===== config.mk =====
export PLATFORM = sky130hd
export DESIGN_NAME = p0g_port
export DESIGN_NICKNAME = d
export VERILOG_FILES = /design/src/design/p0g_sync.v /design/src/design/p0g_port.v
export VERILOG_INCLUDE_DIRS = /design/src /design/src/design
export SDC_FILE = /design/constraint.sdc
export NUM_CORES = 1
export LEC_CHECK = 0
export ABC_AREA = 1
export BUFFER_PORTS_ARGS = -buffer_cell sky130_fd_sc_hd__buf_2
export CORE_UTILIZATION = 55
export DETAILED_ROUTE_END_ITERATION = 10
export PLACE_DENSITY = 0.95
export SETUP_SLACK_MARGIN = 0.4
export SYNTH_ARGS = -nofsm -noshare
export SYNTH_HDL_FRONTEND = slang
export SYNTH_SLANG_ARGS = --single-unit

===== constraint.sdc =====
create_clock -name pclk -period 2.16 [get_ports pclk]
set_clock_uncertainty 0.05 [all_clocks]
set_input_delay 0.216 -clock pclk [delete_from_list [all_inputs] [get_ports pclk]]
set_output_delay 0.216 -clock pclk [all_outputs]
set_load 0.05 [all_outputs]

===== src/design/p0g_consts.vh =====
// Purpose: constants for the port 0 general-purpose pin block
// Assumes: APB slave, 32-bit data, one aligned word per register
// Notes:   offsets are byte addresses inside the block's window
`ifndef P0G_CONSTS_VH
`define P0G_CONSTS_VH

// ---------------------------------------------------------------
// register map
// ---------------------------------------------------------------
`define P0G_OFS_OUT_LATCH   12'h000
`define P0G_OFS_DIR         12'h004
`define P0G_OFS_PULLUP_EN   12'h008
`define P0G_OFS_RMW_LATCH   12'h00C
`define P0G_OFS_STANDBY     12'h010
`define P0G_OFS_IRQ_EN      12'h014

// ---------------------------------------------------------------
// widths, fields and reset values
// ---------------------------------------------------------------
`define P0G_PINS            8
`define P0G_ADDR_W          12
`define P0G_RST_OUT_LATCH   8'h00
`define P0G_RST_DIR         8'h00
`define P0G_RST_PULLUP_EN   8'h00
`define P0G_RST_IRQ_EN      8'h00
`define P0G_STB_FLOAT_BIT   0
`define P0G_STB_STOP_BIT    1
`define P0G_STB_WATCH_BIT   2
`define P0G_UNMAPPED_READ   32'h00000000

// ---------------------------------------------------------------
// timing
// ---------------------------------------------------------------
`define P0G_SYNC_STAGES     2

`endif


===== src/design/p0g_sync.v =====
// Purpose: two-flop synchroniser for the eight port pin inputs
// Assumes: single clock domain pclk, asynchronous active-low reset
// Notes:   first stage is read only by the second stage
`timescale 1ns/1ns
`default_nettype none

module p0g_sync
(
   input  wire       pclk,
   input  wire       presetn,
   input  wire [7:0] din,
   output reg  [7:0] dout
);

   reg [7:0] stage1;

   // ------------------------------------------------------------
   // two-stage capture
   // ------------------------------------------------------------
   always @(posedge pclk or negedge presetn)
   begin
      if (!presetn)
      begin
         stage1 <= 8'h00;
         dout   <= 8'h00;
      end
      else
      begin
         stage1 <= din;
         dout   <= stage1;
      end
   end

endmodule // p0g_sync

`default_nettype wire


===== src/design/p0g_port.v =====
// Purpose: port 0 eight-pin general-purpose I/O with pull-ups
// Assumes: APB slave on pclk; pins are split into in/out/enable
// Notes:   pull-up is a control output to the pad, not a level
//
// Notes on behaviour
// - output mode: latch bit 0 drives pin low, 1 drives high
// - plain data read gives input pin levels and output pin latch bits outside float; READ_MODIFY_WRITE_ACCESS read gives latch
// - plain data readback may differ from last written value
// - direction and pull-up registers read back what was written
// - direction bit 0 means input, 1 means output drive
// - pull-up bit 0 disables, 1 enables the pin's pull-up
// - register bit n belongs to pin n, all eight bits used
// - after reset data, direction and pull-up all hold zero
// - pin n feeds external interrupt input n
// - unimplemented address read returns zero and flags pslverr
// - data write with pin as input updates the latch only
// - pull-up disconnected while the pin output drives low
// - float bit set in stop/watch: pins hi-Z, input forced low unless its interrupt is enabled
`timescale 1ns/1ns
`default_nettype none

`include "p0g_consts.vh"

module p0g_port
(
   input  wire        pclk,
   input  wire        presetn,
   input  wire        psel,
   input  wire        penable,
   input  wire        pwrite,
   input  wire [11:0] paddr,
   input  wire [31:0] pwdata,
   input  wire [3:0]  pstrb,
   output reg  [31:0] prdata,
   output reg         pready,
   output reg         pslverr,
   input  wire        stop_mode,
   input  wire        watch_mode,
   input  wire [7:0]  port0_pin_in,
   output reg  [7:0]  port0_pin_out,
   output reg  [7:0]  port0_pin_oe,
   output reg  [7:0]  port0_pullup_on,
   output reg  [7:0]  ext_irq_in
);

   // ------------------------------------------------------------
   // storage
   // ------------------------------------------------------------
   reg  [7:0] port0_out_latch;
   reg  [7:0] port0_dir;
   reg  [7:0] port0_pullup_en;
   reg  [2:0] standby_control_reg;
   reg  [7:0] ext_irq_enable;
   wire [7:0] pin_sync;
   reg  [7:0] next_pin_out;
   reg  [7:0] next_pin_oe;
   reg  [7:0] next_pullup_on;
   reg  [7:0] next_irq_in;
   reg  [31:0] next_prdata;
   reg         next_pslverr;
   wire        standby_float;
   wire        setup_phase;
   wire        wr_strobe;
   wire        hit_latch;
   wire        hit_rmw;
   wire        hit_dir;
   wire        hit_pull;
   wire        hit_stb;
   wire        hit_irqen;
   wire        hit_any;
   wire        wr_ok;
   wire [7:0]  pin_gated;
   wire [7:0]  pin_view;

   // true when the bus address selects the given register word
   function reg_hit;
      input [11:0] a;
      input [11:0] ofs;
      begin
         reg_hit = (a == ofs);
      end
   endfunction

   // ------------------------------------------------------------
   // address decode
   // ------------------------------------------------------------
   // one compare per register, used by the write enables and the write error flag
   assign hit_latch = reg_hit(paddr, `P0G_OFS_OUT_LATCH);
   assign hit_rmw   = reg_hit(paddr, `P0G_OFS_RMW_LATCH);
   assign hit_dir   = reg_hit(paddr, `P0G_OFS_DIR);
   assign hit_pull  = reg_hit(paddr, `P0G_OFS_PULLUP_EN);
   assign hit_stb   = reg_hit(paddr, `P0G_OFS_STANDBY);
   assign hit_irqen = reg_hit(paddr, `P0G_OFS_IRQ_EN);
   assign hit_any   = hit_latch || hit_rmw || hit_dir || hit_pull ||
                      hit_stb || hit_irqen;

   // ------------------------------------------------------------
   // pin input synchroniser
   // ------------------------------------------------------------
   // synchronise pin inputs
   p0g_sync u_sync
   (
      .pclk    (pclk),
      .presetn (presetn),
      .din     (port0_pin_in),
      .dout    (pin_sync)
   );

   // ------------------------------------------------------------
   // apb handshake
   // ------------------------------------------------------------
   // no wait state: pready rises in the first access cycle, which
   // gives prdata a registered path with no combinational decode
   assign setup_phase = psel && !penable;
   assign wr_strobe   = psel && penable && pready && pwrite;
   // only the low byte lane carries register bits
   assign wr_ok       = wr_strobe && pstrb[0];

   // pready pulses once, so back-to-back transfers each get one edge
   always @(posedge pclk or negedge presetn)
   begin
      if (!presetn)
      begin
         pready <= 1'b0;
      end
      else
      begin
         pready <= setup_phase;
      end
   end

   // error travels with pready and never outlives it
   always @(posedge pclk or negedge presetn)
   begin
      if (!presetn)
      begin
         pslverr <= 1'b0;
      end
      else
      begin
         pslverr <= setup_phase ? next_pslverr : 1'b0;
      end
   end

   // read data held until the next read, writes leave it alone
   always @(posedge pclk or negedge presetn)
   begin
      if (!presetn)
      begin
         prdata <= 32'h00000000;
      end
      else if (setup_phase && !pwrite)
      begin
         prdata <= next_prdata;
      end
   end

   // read mux and error decode during setup
   always @*
   begin
      next_pslverr = 1'b0;
      next_prdata  = 32'h00000000;
      case (paddr)
         `P0G_OFS_OUT_LATCH : next_prdata = {24'h000000, pin_view};
         `P0G_OFS_RMW_LATCH : next_prdata = {24'h000000, port0_out_latch};
         `P0G_OFS_DIR       : next_prdata = {24'h000000, port0_dir};
         `P0G_OFS_PULLUP_EN : next_prdata = {24'h000000, port0_pullup_en};
         `P0G_OFS_STANDBY   : next_prdata = {29'h0000000,
                                             standby_control_reg};
         `P0G_OFS_IRQ_EN    : next_prdata = {24'h000000, ext_irq_enable};
         default :
         begin
            next_prdata  = `P0G_UNMAPPED_READ;
            next_pslverr = 1'b1;
         end
      endcase
      // writes to a hole are dropped but flagged
      if (pwrite && !hit_any)
      begin
         next_pslverr = 1'b1;
      end
   end

   // ------------------------------------------------------------
   // register writes
   // ------------------------------------------------------------
   // one process per register keeps each enable easy to follow
   // holes are never written; such a write only flags
   // write lands at the completing edge

   // data latch, reached through both the plain and rmw words
   // zero after reset
   always @(posedge pclk or negedge presetn)
   begin
      if (!presetn)
      begin
         port0_out_latch <= `P0G_RST_OUT_LATCH;
      end
      else if (wr_ok && (hit_latch || hit_rmw))
      begin
         port0_out_latch <= pwdata[7:0];
      end
   end

   // direction, plain storage
   // reads back as written
   always @(posedge pclk or negedge presetn)
   begin
      if (!presetn)
      begin
         port0_dir <= `P0G_RST_DIR;
      end
      else if (wr_ok && hit_dir)
      begin
         port0_dir <= pwdata[7:0];
      end
   end

   // pull-up enables, plain storage
   // reads back as written
   always @(posedge pclk or negedge presetn)
   begin
      if (!presetn)
      begin
         port0_pullup_en <= `P0G_RST_PULLUP_EN;
      end
      else if (wr_ok && hit_pull)
      begin
         port0_pullup_en <= pwdata[7:0];
      end
   end

   // standby control: float select plus software stop and watch
   // stop and watch bits only count with the float bit set
   always @(posedge pclk or negedge presetn)
   begin
      if (!presetn)
      begin
         standby_control_reg <= 3'b000;
      end
      else if (wr_ok && hit_stb)
      begin
         standby_control_reg <= pwdata[2:0];
      end
   end

   // interrupt enables, which keep a pin's input alive in float
   always @(posedge pclk or negedge presetn)
   begin
      if (!presetn)
      begin
         ext_irq_enable <= `P0G_RST_IRQ_EN;
      end
      else if (wr_ok && hit_irqen)
      begin
         ext_irq_enable <= pwdata[7:0];
      end
   end

   // ------------------------------------------------------------
   // pad control
   // ------------------------------------------------------------
   assign standby_float = standby_control_reg[`P0G_STB_FLOAT_BIT] &&
                          (stop_mode || watch_mode ||
                           standby_control_reg[`P0G_STB_STOP_BIT] ||
                           standby_control_reg[`P0G_STB_WATCH_BIT]);

   // ------------------------------------------------------------
   // pin view for reads and interrupts
   // ------------------------------------------------------------
   // input locked low in float unless its interrupt is on
   assign pin_gated = standby_float ? (pin_sync & ext_irq_enable) :
                      pin_sync;

   // outside float, output pins read their latch, input pins the pad
   // the latch path also hides the two-flop lag after a write
   // limitation: a pin overdriven against its drive reads as latch
   assign pin_view = standby_float ? pin_gated :
                     ((port0_dir & port0_out_latch) |
                      (~port0_dir & pin_sync));

   // per-bit pad logic, bit n to pin n
   always @*
   begin
      // bit n maps to pin n
      next_pin_oe  = port0_dir;
      next_pin_out = port0_out_latch;
      // no pull-up on a low drive
      next_pullup_on = port0_pullup_en &
                       ~(port0_dir & ~port0_out_latch);
      next_irq_in = pin_gated;
      if (standby_float)
      begin
         next_pin_oe    = 8'h00;
         next_pullup_on = 8'h00;
      end
   end

   // registered drive value and enable, so pads switch cleanly
   always @(posedge pclk or negedge presetn)
   begin
      if (!presetn)
      begin
         port0_pin_out <= 8'h00;
         port0_pin_oe  <= 8'h00;
      end
      else
      begin
         port0_pin_out <= next_pin_out;
         port0_pin_oe  <= next_pin_oe;
      end
   end

   // registered pull-up control and interrupt feed
   always @(posedge pclk or negedge presetn)
   begin
      if (!presetn)
      begin
         port0_pullup_on <= 8'h00;
         ext_irq_in      <= 8'h00;
      end
      else
      begin
         port0_pullup_on <= next_pullup_on;
         ext_irq_in      <= next_irq_in;
      end
   end

endmodule // p0g_port

`default_nettype wire


==> key figures <==
Detailed routing
  • First drt pass iteration count: 6
  • Post-Route WL: just over 9000 um
  • DRC errors left: 0
  • Vias per Instance: 5.21
  • Routed via count: 3,488
  • DR WL/cell: 13.9 um
  • DRT antenna net count: 0
  • DRT iter0 DRCs: 221

Critical path
  • Critical Path Start: pready$_DFF_PN0_
  • Critical R2R Capture: next_pin_out[4]$_DFFE_PN0P_
  • Crit path capture: next_pin_out[4]$_DFFE_PN0P_
  • CP Launch Type: flip-flop
  • Setup crit end kind: flip-flop
  • Required @ worst endpoint: 2340 ps
  • Kind of critical path: flip-flop to flip-flop
  • Crit-path max FO: 16
  • Register-to-Register Path Depth: 6
  • Reg-to-reg setup timing slack: 490 ps
  • Reg2reg start: pready$_DFF_PN0_
  • CP arrival: 1840 ps

Synth
  • Yosys cell types: 26
  • Synth top area cells: dfrtp_1, nand2_1, nand3_1, buf_4, inv_1
  • Synth Area in Simple Gates: 24.5%
  • Post-Synthesis Cells: 468
  • Post-synthesis compound-gate area fraction: 8.21%
  • Synthesized area: between 0.004 and 0.005 sq mm
  • Synth warnings: 0
  • Largest family of logic cells by synthesized area: simple AND/OR/NAND/NOR gates
  • Post-synthesis mux area share: 0%
  • Yosys reg bits: 93
  • Sequential area share after synthesis: 56.0%
  • Cell type with the largest total area after synthesis: dfrtp_1
  • Yosys top cell area share: 56.0%
  • Synth Area in Adders: 0%
  • Syn avg cell area: 8.89 sq um
  • XOR/XNOR Fraction of Synth Area: 0%

GRT
  • Initial antenna violation count: 0
  • Largest net degree at the start of global routing: 56
  • Global-route wire length before repair: 14,600 um
  • Vias in the first global route: approximately 3,200
  • Grt ovf: 0
  • Total GRT Usage: 25.3%

Place
  • Buffers added on ports: 77
  • Post-DP HPWL: between 6000 and 7000 um
  • DP Area: 0.00458 sq mm
  • GP Congestion: 0.938
  • Post-place setup slack: 403 ps
  • Placed cells: 643

STA
  • Peak Freq: 0.600 GHz
  • Setup slack after layout: 495 ps
  • Sum of negative setup slack: 0 ps
  • Final-report setup violation count: 0
  • Relative slew slack: 48.3%
  • Final hold slack: 19.1 ps
  • Tcrit/Tclk final: about 77%
  • Slew Viols, Final: 0
  • Final hold violations: 0
  • Fin crit period: between 1500 and 2000 ps
  • Worst Tran Pin Value: 775 ps
  • RSZ-0062 raised after global routing: false

Floorplanning
  • Chip Height: 89.0 um
  • Core footprint: around 0.0073 sq mm
  • Row cnt: 31
  • Die X: between 80 and 90 um
  • Die ar.: 0.00791 sq mm
  • Initial core utilization: about 57%
  • Io pins: around 130

Finish
  • Fin cells: 669
  • Most common cell after layout, fill and taps aside: nand2_1
  • Most frequent cells in the layout: nand2_1, dfrtp_1, buf_2
  • Final nets: 628
  • Layout overhead on the synthesized area: 17.7%
  • Diode count: 0
  • Share of post-route cells with drive strength above 1: 23.3%
  • Design area: just under 0.005 sq mm

Flow run
  • Max-cap viol count: 0

Worst hold path
  • Worst Hold Class: input port to flip-flop

Status
  • Status: finished, final reports clean

Clock tree
  • Number of CTS-inserted buffers: 9
  • Skew-Pair Late Insertion Delay: about 360 ps
  • CTS Sinks: 93
  • CTS Root Cell: clkbuf_8
  • Max Buffers Root-to-Sink: 2
  • Reg clk slew, reported paths: about 80 ps
  • CTS tree: built
  • H-Tree Depth: 3
  • Post-CTS setup buffers: 0

Power and ir drop
  • Power Dens Cells: 670 mW/mm^2
  • Leak pwr: 0.00262 uW
  • Maximum vdd drop: 0.369 mV
## through the flow
step	utilization, %	power (uW)
finish	67.1	3280
global route	67.1	3380
CTS	67.0	3290
detailed placement	62.8	2090
global placement	62.8	2080
floorplan	-	2020
## cell usage after synthesis, drive strengths merged
| cell type | count |
|---|---|
| or2 | 4 |
| inv | 51 |
| nor2 | 47 |
| nand2 | 127 |
| nand3 | 44 |
| clkbuf | 2 |
| a21oi | 2 |
| dfrtp | 93 |
| buf | 33 |
| nand4 | 2 |
| a211oi | 2 |
| nor4 | 1 |
| o21ai | 55 |
| conb | 1 |
| nor3 | 4 |
## metal layers
layer	global-route usage (%)	vias to the layer above	wire, um
met4	15.7	0	264
li1	-	1618	-
met1	28.6	1630	3450
met5	0	-	0
met3	8.59	36	895
met2	41.7	204	4670
## report_power, final
part / internal (uW) / total (uW) / switching, uW
clock network: 651 / 1210 / 558
logic: 63.5 / 294 / 230
registers: 1760 / 1780 / 11.4
## cell type report
cell class	instances	area, sq um
sequential	93	2330
multi-input combinational	312	1460
fill	579	2400
tap	99	124
clock inverter	4	72.6
timing repair buffer	98	583
clock buffer	12	135
inverter	51	191
## worst min-delay path by stage
stage / startpoint / endpoint / cells past startpoint
2_1_floorplan: presetn / ext_irq_enable[0]$_DFFE_PN0P_ / 0
3_3_place_gp: presetn / ext_irq_in[3]$_DFF_PN0_ / 1
3_5_place_dp: presetn / ext_irq_in[3]$_DFF_PN0_ / 1
4_1_cts: penable / pslverr$_DFF_PN0_ / 2
5_1_grt: penable / pslverr$_DFF_PN0_ / 2
6_report: penable / pslverr$_DFF_PN0_ / 2
## what timing repair did
action / in CTS / in global routing
hold buffers: 10 / 0
setup endpoints to repair: 0 / 8
gates resized for setup: 0 / 3
hold endpoints to repair: 47 / 0
## kinds of logic (layout without fill, tap and decap cells)
logic type             after synthesis  count (layout)
DFF                                 93              93
and+or+nand+nor                    229             229
AOI/OAI and AO/OA                   59              59
other                                1              24
buffers and inverters               86             165
## critical path, cell delays in order, from the launching register on
cell	delay, ps
dfrtp_1	370
nand3_2	100
nor2_4	140
inv_1	100
or2_1	520
nand2_1	190
o21ai_2	70
Power figures use the tool's default switching activity.
